[src/inc/wdr_pkg.sv]
/*
 * Constants and types shared by the watchdog and reset-flag block:
 * register offsets, field positions, reset values and timing counts.
 * Assumes a 25 MHz system clock and a 32-bit APB register bus.
 */
package wdr_pkg;

   // -------------------------------------------------------------------
   // Clock and timing
   // -------------------------------------------------------------------
   localparam int CLK_PERIOD_NS       = 40;
   localparam int SLOW_CLOCK_HZ       = 32000;
   localparam int SW_RESET_DELAY_NS   = 100000;
   localparam int LV_QUALIFY_NS       = 120000;
   // A least time rounds up to whole system clock cycles.
   localparam int SW_RESET_DELAY_CYC  =
      (SW_RESET_DELAY_NS + CLK_PERIOD_NS - 1) / CLK_PERIOD_NS;
   localparam int LV_QUALIFY_CYC      =
      (LV_QUALIFY_NS + CLK_PERIOD_NS - 1) / CLK_PERIOD_NS;
   localparam int DELAY_W             = 12;
   localparam int WD_COUNT_W          = 19;

   // -------------------------------------------------------------------
   // Register map
   // -------------------------------------------------------------------
   localparam int          ADDR_W      = 12;
   localparam logic [11:0] ADDR_CTRL   = 12'h000;
   localparam logic [11:0] ADDR_FLAGS  = 12'h004;
   localparam logic [11:0] ADDR_STATUS = 12'h008;

   // watchdog_control fields and power-on value.
   localparam int         KEY_MSB       = 7;
   localparam int         KEY_LSB       = 3;
   localparam int         PERIOD_MSB    = 2;
   localparam int         PERIOD_LSB    = 0;
   localparam logic [7:0] CTRL_RST      = 8'h53;
   localparam logic [4:0] KEY_ENABLE_A  = 5'h0A;
   localparam logic [4:0] KEY_ENABLE_B  = 5'h15;

   // reset_cause_flags fields.
   localparam int KEY_FLAG_BIT = 0;
   localparam int LV_FLAG_BIT  = 2;

   // Status register fields.
   localparam int TO_FLAG_BIT   = 0;
   localparam int PD_FLAG_BIT   = 1;
   localparam int KEY_VALID_BIT = 2;

   // Power-of-two tap for each period_select code.
   localparam logic [4:0] TAP_0 = 5'h08;
   localparam logic [4:0] TAP_1 = 5'h0A;
   localparam logic [4:0] TAP_2 = 5'h0C;
   localparam logic [4:0] TAP_3 = 5'h0E;
   localparam logic [4:0] TAP_4 = 5'h0F;
   localparam logic [4:0] TAP_5 = 5'h10;
   localparam logic [4:0] TAP_6 = 5'h11;
   localparam logic [4:0] TAP_7 = 5'h12;

   // -------------------------------------------------------------------
   // Types
   // -------------------------------------------------------------------
   typedef enum logic {
      WDR_KEY_OK   = 1'b0,
      WDR_KEY_WAIT = 1'b1
   } wdr_key_state_t;

endpackage : wdr_pkg

[src/design/wdr_watchdog.sv]
/*
 * Watchdog timer with enable key, period select and reset-cause flags,
 * plus low-voltage reset qualification, behind an APB slave.
 * Assumes the slow oscillator arrives as a level synchronous to ref_clk,
 * the core pulses clrWdt and haltExec for one cycle per instruction, and
 * the analogue low-voltage detector drives lowVoltage.
 */
// The register addresses and register access over APB were left to the implementer.
//Contract
//- Watchdog counter advances only on slow oscillator edges, not system clock.
//- Period code selects timeout of 2^8,10,12,14,15,16,17,18 slow cycles.
//- Watchdog runs only while key field holds 01010 or 10101.
//- Any other key value causes full reset after software reset delay.
//- Key reset sets bit 0 flag; only software writes clear it.
//- After power-on control holds key 01010 and period 011.
//- Overflow in normal operation causes full reset and sets timeout flag.
//- Overflow in sleep or idle sets timeout flag, resets only PC and SP.
//- Counter cleared by key reset, clear instruction or halt instruction.
//- Flag register bits 7 to 3 and bit 1 read zero.
//- Power-on reset sets program counter to zero.
//- Power-on reset presets all port data and control registers to ones.
//- Qualified low-voltage indication resets device and sets low-voltage flag.
//- Low-voltage indication not exceeding qualify time is ignored.
//- Low-voltage detection disabled in sleep or idle mode.
//- Halt sets power-down flag, clears timeout flag, clears counter.
//- Power-down flag cleared by power-up or clear instruction.
//- Power-on clears both flags; sleep overflow leaves both at one.
`timescale 1ns/1ps
module wdr_watchdog
   import wdr_pkg::*;
(
   input  wire logic                ref_clk,
   input  wire logic                resetn,
   input  wire logic                clkEn,
   input  wire logic                slowClk,
   input  wire logic                clrWdt,
   input  wire logic                haltExec,
   input  wire logic                lowPowerMode,
   input  wire logic                lowVoltage,
   input  wire logic                psel,
   input  wire logic                penable,
   input  wire logic                pwrite,
   input  wire logic [ADDR_W-1:0]   paddr,
   input  wire logic [31:0]         pwdata,
   output wire logic [31:0]         prdata,
   output wire logic                pready,
   output wire logic                pslverr,
   output wire logic                fullResetReq,
   output wire logic                pcSpReset,
   output wire logic                progCounterZero,
   output wire logic                portPreset,
   output wire logic                timeoutFlag,
   output wire logic                powerDownFlag
);

   // -------------------------------------------------------------------
   // State
   // -------------------------------------------------------------------
   typedef struct packed {
      logic [7:0]            ctrl;
      logic                  keyFlag;
      logic                  lvFlag;
      logic                  toFlag;
      logic                  pdFlag;
      logic [WD_COUNT_W-1:0] wdCount;
      logic                  slowPrev;
      wdr_key_state_t        keyState;
      logic [DELAY_W-1:0]    swDelay;
      logic [DELAY_W-1:0]    lvCount;
      logic                  lvFired;
      logic                  fullRst;
      logic                  pcSpRst;
      logic                  pcZero;
      logic                  portSet;
      logic [31:0]           rdata;
      logic                  slvErr;
   } wdr_state_t;

   wdr_state_t st;
   wdr_state_t next_st;

   logic [4:0]            keyField;
   logic                  keyValid;
   logic                  slowRise;
   logic [4:0]            tapBit;
   logic [WD_COUNT_W-1:0] incCount;
   logic                  ovEvt;
   logic                  ovNormal;
   logic                  ovSleep;
   logic                  keyFire;
   logic                  lvTrig;
   logic                  fullEvt;
   logic                  setupPh;
   logic                  wrEn;

   localparam logic [DELAY_W-1:0] SW_LAST =
      DELAY_W'(SW_RESET_DELAY_CYC - 1);
   localparam logic [DELAY_W-1:0] LV_LIMIT = DELAY_W'(LV_QUALIFY_CYC);

   // -------------------------------------------------------------------
   // Events
   // -------------------------------------------------------------------
   function automatic logic [4:0] tap_of(input logic [2:0] code);
      logic [4:0] t;
      t = TAP_0;
      unique case (code)
         3'h0: t = TAP_0;
         3'h1: t = TAP_1;
         3'h2: t = TAP_2;
         3'h3: t = TAP_3;
         3'h4: t = TAP_4;
         3'h5: t = TAP_5;
         3'h6: t = TAP_6;
         3'h7: t = TAP_7;
      endcase
      return t;
   endfunction : tap_of

   assign keyField = st.ctrl[KEY_MSB:KEY_LSB];
   assign keyValid = (keyField == KEY_ENABLE_A) ||
                     (keyField == KEY_ENABLE_B);
   assign slowRise = slowClk && !st.slowPrev;
   assign tapBit   = tap_of(st.ctrl[PERIOD_MSB:PERIOD_LSB]);
   assign incCount = st.wdCount + WD_COUNT_W'(1);
   // Overflow fires once, on the step that first sets the tap bit.
   assign ovEvt    = clkEn && slowRise && keyValid && !clrWdt &&
                     !haltExec && incCount[tapBit];
   assign ovNormal = ovEvt && !lowPowerMode;
   assign ovSleep  = ovEvt && lowPowerMode;
   assign keyFire  = clkEn && (st.keyState == WDR_KEY_WAIT) &&
                     (st.swDelay == SW_LAST);
   // A drop must outlast the qualify count by one cycle to count.
   assign lvTrig   = clkEn && !lowPowerMode && lowVoltage &&
                     !st.lvFired && (st.lvCount == LV_LIMIT);
   assign fullEvt  = ovNormal || keyFire || lvTrig;
   assign setupPh  = psel && !penable;
   assign wrEn     = psel && penable && pwrite && clkEn;

   // -------------------------------------------------------------------
   // Next state
   // -------------------------------------------------------------------
   always_comb begin
      next_st = st;
      if (clkEn) begin
         next_st.fullRst  = fullEvt;
         next_st.pcSpRst  = ovSleep;
         next_st.pcZero   = fullEvt || ovSleep;
         next_st.portSet  = fullEvt;
         next_st.slowPrev = slowClk;

         if (!keyValid || clrWdt || haltExec || ovEvt) begin
            next_st.wdCount = '0;
         end else if (slowRise) begin
            next_st.wdCount = incCount;
         end

         // Once a bad key is seen the reset goes ahead even if
         // software restores a valid key during the delay.
         unique case (st.keyState)
            WDR_KEY_OK: begin
               next_st.swDelay = '0;
               if (!keyValid) begin
                  next_st.keyState = WDR_KEY_WAIT;
               end
            end
            WDR_KEY_WAIT: begin
               next_st.swDelay = st.swDelay + DELAY_W'(1);
            end
         endcase

         if (lowPowerMode || !lowVoltage) begin
            next_st.lvCount = '0;
            next_st.lvFired = 1'b0;
         end else if (lvTrig) begin
            next_st.lvFired = 1'b1;
         end else if (!st.lvFired) begin
            next_st.lvCount = st.lvCount + DELAY_W'(1);
         end

         if (clrWdt) begin
            next_st.pdFlag = 1'b0;
         end
         if (haltExec) begin
            next_st.pdFlag = 1'b1;
            next_st.toFlag = 1'b0;
         end
         if (ovEvt) begin
            next_st.toFlag = 1'b1;
         end

         if (wrEn && paddr == ADDR_CTRL) begin
            next_st.ctrl = pwdata[7:0];
         end
         if (wrEn && paddr == ADDR_FLAGS) begin
            next_st.keyFlag = pwdata[KEY_FLAG_BIT];
            next_st.lvFlag  = pwdata[LV_FLAG_BIT];
         end
         // Hardware sets win over a clearing write in the same cycle.
         if (keyFire) begin
            next_st.keyFlag = 1'b1;
         end
         if (lvTrig) begin
            next_st.lvFlag = 1'b1;
         end
         if (fullEvt) begin
            next_st.ctrl     = CTRL_RST;
            next_st.wdCount  = '0;
            next_st.keyState = WDR_KEY_OK;
            next_st.swDelay  = '0;
         end

         if (setupPh) begin
            next_st.slvErr = 1'b0;
            unique case (paddr)
               ADDR_CTRL:   next_st.rdata = {24'h00_0000, st.ctrl};
               ADDR_FLAGS: begin
                  next_st.rdata = '0;
                  next_st.rdata[KEY_FLAG_BIT] = st.keyFlag;
                  next_st.rdata[LV_FLAG_BIT]  = st.lvFlag;
               end
               ADDR_STATUS: begin
                  next_st.rdata = '0;
                  next_st.rdata[TO_FLAG_BIT]   = st.toFlag;
                  next_st.rdata[PD_FLAG_BIT]   = st.pdFlag;
                  next_st.rdata[KEY_VALID_BIT] = keyValid;
               end
               default: begin
                  next_st.rdata  = '0;
                  next_st.slvErr = 1'b1;
               end
            endcase
         end
      end
   end

   // -------------------------------------------------------------------
   // Registers
   // -------------------------------------------------------------------
   always_ff @(posedge ref_clk) begin
      if (!resetn) begin
         st          <= '0;
         st.ctrl     <= CTRL_RST;
         st.toFlag   <= 1'b0;
         st.pdFlag   <= 1'b0;
         st.keyState <= WDR_KEY_OK;
         st.pcZero   <= 1'b1;
         st.portSet  <= 1'b1;
      end else begin
         st <= next_st;
      end
   end

   // -------------------------------------------------------------------
   // Outputs
   // -------------------------------------------------------------------
   // Zero wait states: read data is captured in the setup cycle.
   assign pready          = psel && penable && clkEn;
   assign prdata          = st.rdata;
   assign pslverr         = psel && penable && st.slvErr;
   assign fullResetReq    = st.fullRst;
   assign pcSpReset       = st.pcSpRst;
   assign progCounterZero = st.pcZero;
   assign portPreset      = st.portSet;
   assign timeoutFlag     = st.toFlag;
   assign powerDownFlag   = st.pdFlag;
endmodule : wdr_watchdog

[config.mk]
export PLATFORM = sky130hd
export DESIGN_NAME = wdr_watchdog
export DESIGN_NICKNAME = d
export VERILOG_FILES = /design/src/inc/wdr_pkg.sv /design/src/design/wdr_watchdog.sv
export SDC_FILE = /design/constraint.sdc
export NUM_CORES = 1
export LEC_CHECK = 0
export ABC_AREA = 1
export BUFFER_PORTS_ARGS = -buffer_cell sky130_fd_sc_hd__clkbuf_2
export CAP_MARGIN = 5
export CELL_PAD_IN_SITES_DETAIL_PLACEMENT = 0
export CELL_PAD_IN_SITES_GLOBAL_PLACEMENT = 1
export CORE_MARGIN = 2
export CORE_UTILIZATION = 39
export DETAILED_ROUTE_END_ITERATION = 8
export PLACE_DENSITY_LB_ADDON = 0.05
export SLEW_MARGIN = 15
export SYNTH_ARGS = -nofsm -noshare
export SYNTH_HDL_FRONTEND = slang
export SYNTH_SLANG_ARGS = --single-unit
[constraint.sdc]
create_clock -name ref_clk -period 3.14 [get_ports ref_clk]
set_clock_uncertainty 0.1 [all_clocks]
set_input_delay 0.785 -clock ref_clk [delete_from_list [all_inputs] [get_ports ref_clk]]
set_output_delay 0.785 -clock ref_clk [all_outputs]
set_load 0.005 [all_outputs]
# Word-level counts from Yosys, hierarchy flattened
# Memories as Yosys holds them, arrays and structs flattened. A register that Yosys moved wholly into a read port is not among the register bits.
# Index checks and enable logic that the tools add are counted.
[word_totals]
register_bits = 95
mem_bits_ro = 40
in_bits = 55
out_inout_bits = 40
word_cells = 112
memories = 1
[mem_list]
columns = ["name", "depth", "word_bits", "read_ports", "rd_clocked_by_memory_dff", "write_ports", "line_no", "rtl"]
rows = [
  ["(no name shown)", 8, 5, 1, 1, 0, "wdr_watchdog.sv:106", "unique case (code)"],
]
[classes]
addsub = 3
order_cmp = 1
n_eq_ne = 8
muxes = 25
bitwise = 1
n_reduce_logical = 56
[ops]
columns = ["cell", "n"]
rows = [
  ["19-bit two-way mux", 3],
  ["13-bit two-way mux", 2],
  ["12-bit by 1-bit adder with 12-bit output (second input constant)", 2],
  ["12-bit == test (second input constant)", 2],
  ["12-bit two-way mux", 2],
  ["12-bit one-hot mux with 2 select lines", 1],
  ["8-bit one-hot mux with 3 select lines", 1],
  ["1-bit logical AND", 22],
  ["19-bit by 1-bit adder with 19-bit output (second input constant)", 1],
  ["8-bit two-way mux", 2],
  ["2-bit AND reduction", 8],
  ["12-bit by 3-bit == test with 1-bit output (second input constant)", 1],
  ["12-bit by 4-bit == test with 1-bit output (second input constant)", 1],
  ["12-bit logical NOT", 1],
  ["2-bit nonzero test", 6],
  ["1-bit two-way mux", 9],
  ["1-bit logical NOT", 8],
  ["1-bit logical OR", 8],
  ["5-bit by 6-bit less-than comparator with 1-bit output (second input constant)", 1],
  ["3-bit two-way mux", 2],
  ["1-bit binary-select mux with 5-bit select", 1],
  ["5-bit by 4-bit == test with 1-bit output (second input constant)", 1],
  ["5-bit == test (second input constant)", 1],
  ["2-bit two-way mux", 2],
  ["other kinds (5)", 6],
]

# Longest topological paths before layout
[depth]
depth_word = 14
ltp_mapped = 21

# Least setup slack after synthesis
# Ideal clock, no wire load.
[synth_timing]
kind = "input to register"
start = "input port paddr[5]"
end = "register, netlist name tapBit[1]"
setup_ns = 0.113
arrival_time_ns = 2.702
t_required_ns = 2.927
setup_slack_ns = 0.226
path_stages = 14
path_buffers = 0
cell_sequence = "nor4_1 > nand2_1 > nor4_4 > inv_1 > nor2_2 > inv_1 > nor2_1 > nor2_1 > nand2_1 > inv_1 > ha_1 > inv_1 > nand3_1 > nand2_1"
[synth_between]
elab_chain_cells = 6
[synth_rtl]
columns = ["item", "line_no", "rtl"]
rows = [
  ["start: declaration", "wdr_watchdog.sv:43", "input wire logic [ADDR_W-1:0] paddr,"],
  ["12-bit logical NOT", "wdr_watchdog.sv:191", "if (wrEn && paddr == ADDR_CTRL) begin"],
  ["1-bit logical AND", "wdr_watchdog.sv:191", ""],
  ["2-bit nonzero test (no line)", "n/a", ""],
  ["2-bit AND reduction (no line)", "n/a", ""],
  ["3-bit two-way mux (no line) (2 in a row)", "n/a", ""],
]
# Every way passes these cells.
# A chain may end at the register's enable or synchronous reset.

# Final worst setup path
[layout_timing]
start = "register st[64] (netlist name)"
end = "register, netlist name tapBit[1]"
[layout_between]
elab_chain_cells = 11
[layout_rtl]
columns = ["item", "line_no", "rtl"]
rows = [
  ["start: declaration", "wdr_watchdog.sv:79", "wdr_state_t st;"],
  ["start signal: assignment", "wdr_watchdog.sv:249", "st <= next_st;"],
  ["19-bit by 1-bit adder with 19-bit output (*)", "wdr_watchdog.sv:124", "assign incCount = st.wdCount + WD_COUNT_W'(1);"],
  ["1-bit binary-select mux with 5-bit select (*)", "wdr_watchdog.sv:127", "!haltExec && incCount[tapBit];"],
  ["1-bit two-way mux (not written as such) (*)", "wdr_watchdog.sv:127", ""],
  ["1-bit logical AND (*)", "wdr_watchdog.sv:127", ""],
  ["1-bit logical AND (*)", "wdr_watchdog.sv:128", "assign ovNormal = ovEvt && !lowPowerMode;"],
  ["1-bit logical OR (*) (2 in a row)", "wdr_watchdog.sv:135", "assign fullEvt = ovNormal || keyFire || lvTrig;"],
  ["2-bit nonzero test (no line)", "n/a", ""],
  ["2-bit AND reduction (no line)", "n/a", ""],
  ["3-bit two-way mux (no line) (*) (2 in a row)", "n/a", ""],
]
# Mark *: on every way between the ends. The rest lies on a longest branch, timed or not. The select of a mux whose other input is x is not followed.

==> results.cfg <==
[synthesis]
postSynthCellCount = 697
synth_seq_cells = 76
ys_seq_area_share_pct = 32.7
ys_top_cells_by_area = dfxtp_1, nand2_1, nor2_1, inv_1, nand3_1
synth-edff-count = 0
synth_top_area_share_pct = 32.7
synth_warnings = 0
synth-main-ff-cell = dfxtp_1
yosysUniqueCellTypes = 44
syn_avg_cell_area_um2 = 6.69
synth_top_area_cell = dfxtp_1
synthArstFlopShare_pct = 0
netlist_area_mm2 = 0.00466

[power]
ir_drop_mv = 0.221
p_int_w = 0.00184
switching_share_pct = 24.4
switching_power_w = 0.000594
seqPwrFrac_pct = 41.6
p_leak_nw = 2.27
combPwrFrac_pct = 7.5
p_clk_share_pct = 50.9
powerDensity_mw_per_mm2 = 454

[timing]
fin_setup_tns_ps = 0
fmax_mhz = 356
setup_viol = 0
drv_slew = 0
period_minus_slack_ps = 2810
hold_viol_final = 0
worst_pin_slew_ps = 955
min_period_over_period_pct = 89.5
max_slew_margin_pct = 35.9
hold_ws_ps = 351
rsz0062_at_grt = no

[placed_design]
placed_cell_area_mm2 = 0.00500
io_buffers = 46
place_congestion = 0.854
place_hpwl_mm = 9.13

[job]
max_cap_violations = 0

[clocking]
cts_buffer_depth = 2
cts-root-buf = clkbuf_16
cts_tree = yes
numCtsBuffers = 9
clock_latency_ps = 350
htreeDepth = 3
clock_sinks = 76
ctsHoldBuffers = 0
cts.clk_slew.worst_paths_ps = 70

[hold_path]
hold_depth = 2
hp-start = portPreset$_SDFFE_PN1P_
holdPathEnd = portPreset$_SDFFE_PN1P_
holdCritPathClass = register to register

[finish]
diodes = 0
syn_to_final_growth_pct = 14.9
final_cell_area_mm2 = 0.00535
final_util_pct = 46.5
nNetsFinal = 812
drive_gt1_share_pct = 17.2

[critical_path]
r2r-end = tapBit[1]$_DFF_P_
reg2reg_from = st[64]$_SDFFE_PN0P_
r2r_cells = 20
worstSetupPathType = register to register
start_kind = register
cp.required_ps = 3330
crit_arrival_ps = 3000
end_kind = register
crit_fanout = 7
r2r_slack_ps = 330

[route]
avgViaCountPerCell = 4.97
wirelength_mm = 12.0
vias = 4469
drc = 0
ant_nets = 0
drtIter0Drc = 200
dr.pass1.iters = 4
wire_per_inst_um = 13.3

[floorplan]
ios = 95
die-area_mm2 = 0.0128
die_w_um = 113
start_util_pct = 40.5
coreArea_mm2 = 0.0115
die_h_um = 113
num_rows = 39

[global_route]
gr-total-overflow = 0
grt_max_degree = 34
grt_usage_pct = 19.3
grt_pass1_vias = 4080
grt_pass1_wl_mm = 19.9
antenna_found_initial = 0

[status]
outcome = finished, final reports clean
==> layer usage <==
metal | up-vias | GRT usage (%) | part of all wire [%]
met5 | - | 0 | 0
met4 | 0 | 6.34 | 1.5
met3 | 12 | 2.89 | 3.6
met2 | 71 | 30.5 | 45
met1 | 2060 | 26.9 | 50
li1 | 2326 | - | -
==> cells by family after synthesis <==
kind of cell,synth area share [%]
xor gates and xnor gates,2.04
buffers and inverters,14.0
AOI/OAI and AO/OA,10.9
DFF,32.7
adders and majority gates,1.61
and+or+nand+nor,38.7
other,0.0805
==> cells in the mapped netlist, drive strengths merged, types with 3 or more instances <==
cell     instances
a21oi           47
xor2             8
nand3           58
o2111ai          3
dfxtp           76
o21ai           19
inv             82
buf             40
nand2          170
o211ai           4
nand4           28
nor3            19
nor2            97
ha               6
nor3b            7
o21bai           5
nor4             8
clkbuf           8
==> flip-flops by register name, indices dropped and copies added (netlist names) <==
register / count
progCounterZero: 1
st: 52
powerDownFlag: 1
prdata: 8
fullResetReq: 1
portPreset: 1
tapBit: 5
pcSpReset: 1
keyField: 5
timeoutFlag: 1
==> power groups by stage <==
| stage | sequential [W] | combinational (W) | clock (W) |
|---|---|---|---|
| after floorplan | 0.00102 | 0.000150 | 0 |
| after global placement | 0.00103 | 0.000180 | 0 |
| after detailed placement | 0.00103 | 0.000183 | 0 |
| after CTS | 0.00101 | 0.000184 | 0.00127 |
| after global routing | 0.00101 | 0.000210 | 0.00130 |
| final | 0.00101 | 0.000182 | 0.00124 |
==> area by class of cell <==
type,instances,area [um2]
fillers,1211,6160
multi-input cells,512,2570
flip-flops and latches,76,1520
repair buffers,68,408
inverters,84,320
clock buffers,9,225
well taps,143,179
clock inverters,7,123
==> layout by cell type, fill, tap and decap left out, types with 3 or more instances in the layout <==
cell         n
clkinv_1     3
nor2_2       5
inv_1       77
nor4_1       7
nor3b_1      7
xor2_1       8
o2111ai_1    3
o21bai_2     3
inv_2        3
clkbuf_2    46
bufinv_16    3
nand3_1     53
a21oi_1     42
ha_1         5
nand3_2      5
o21ai_0     18
nand2_2     11
dfxtp_1     74
nor2_4       4
a21oi_2      5
nand2_1    157
conb_1      24
nor3_1      19
nor2_1      88
clkbuf_16    9
nand4_1     28
buf_4       21
o211ai_1     4
==> what timing repair did <==
| item | CTS | global route |
|---|---|---|
| buffers inserted | 0 | 0 |
| setup endpoints to repair | 0 | 2 |
| gates resized for setup | 0 | 3 |
==> worst max-delay path: stages (launching register included) <==
cell,delay (ps)
dfxtp_2,400
ha_2,220
nand2_1,90
nor2_4,190
nand2_2,90
clkinv_1,70
nand2_1,50
nand2_1,80
a21oi_1,80
nor2_1,110
nand2_1,80
a21oi_1,220
nand3_2,130
buf_4,180
nand4_1,70
nand2_1,100
inv_1,80
ha_1,220
inv_1,50
nand3_1,70
nand2_1,80
==> worst max-delay path by stage <==
stage | slack, ps | from | cells after the start | end
after floorplan | 230 | paddr[5] | 14 | tapBit[1]$_DFF_P_
after global placement | 100 | lowPowerMode | 10 | st[67]$_SDFFE_PN0P_
after detailed placement | 60 | lowPowerMode | 10 | st[64]$_SDFFE_PN0P_
after CTS | 230 | st[64]$_SDFFE_PN0P_ | 20 | tapBit[1]$_DFF_P_
after global routing | 20 | st[64]$_SDFFE_PN0P_ | 21 | tapBit[1]$_DFF_P_
final | 330 | st[64]$_SDFFE_PN0P_ | 20 | tapBit[1]$_DFF_P_
==> stage by stage <==
step | std cells | total power (W) | setup WS [ps]
2_1_floorplan | 720 | 0.00117 | 226
3_3_place_gp | 883 | 0.00121 | 104
3_5_place_dp | 883 | 0.00121 | 63.8
4_1_cts | 899 | 0.00246 | 225
5_1_grt | 899 | 0.00252 | 22.0
6_report | 899 | 0.00243 | 330
Note: power is estimated with default switching activity, not from simulation.
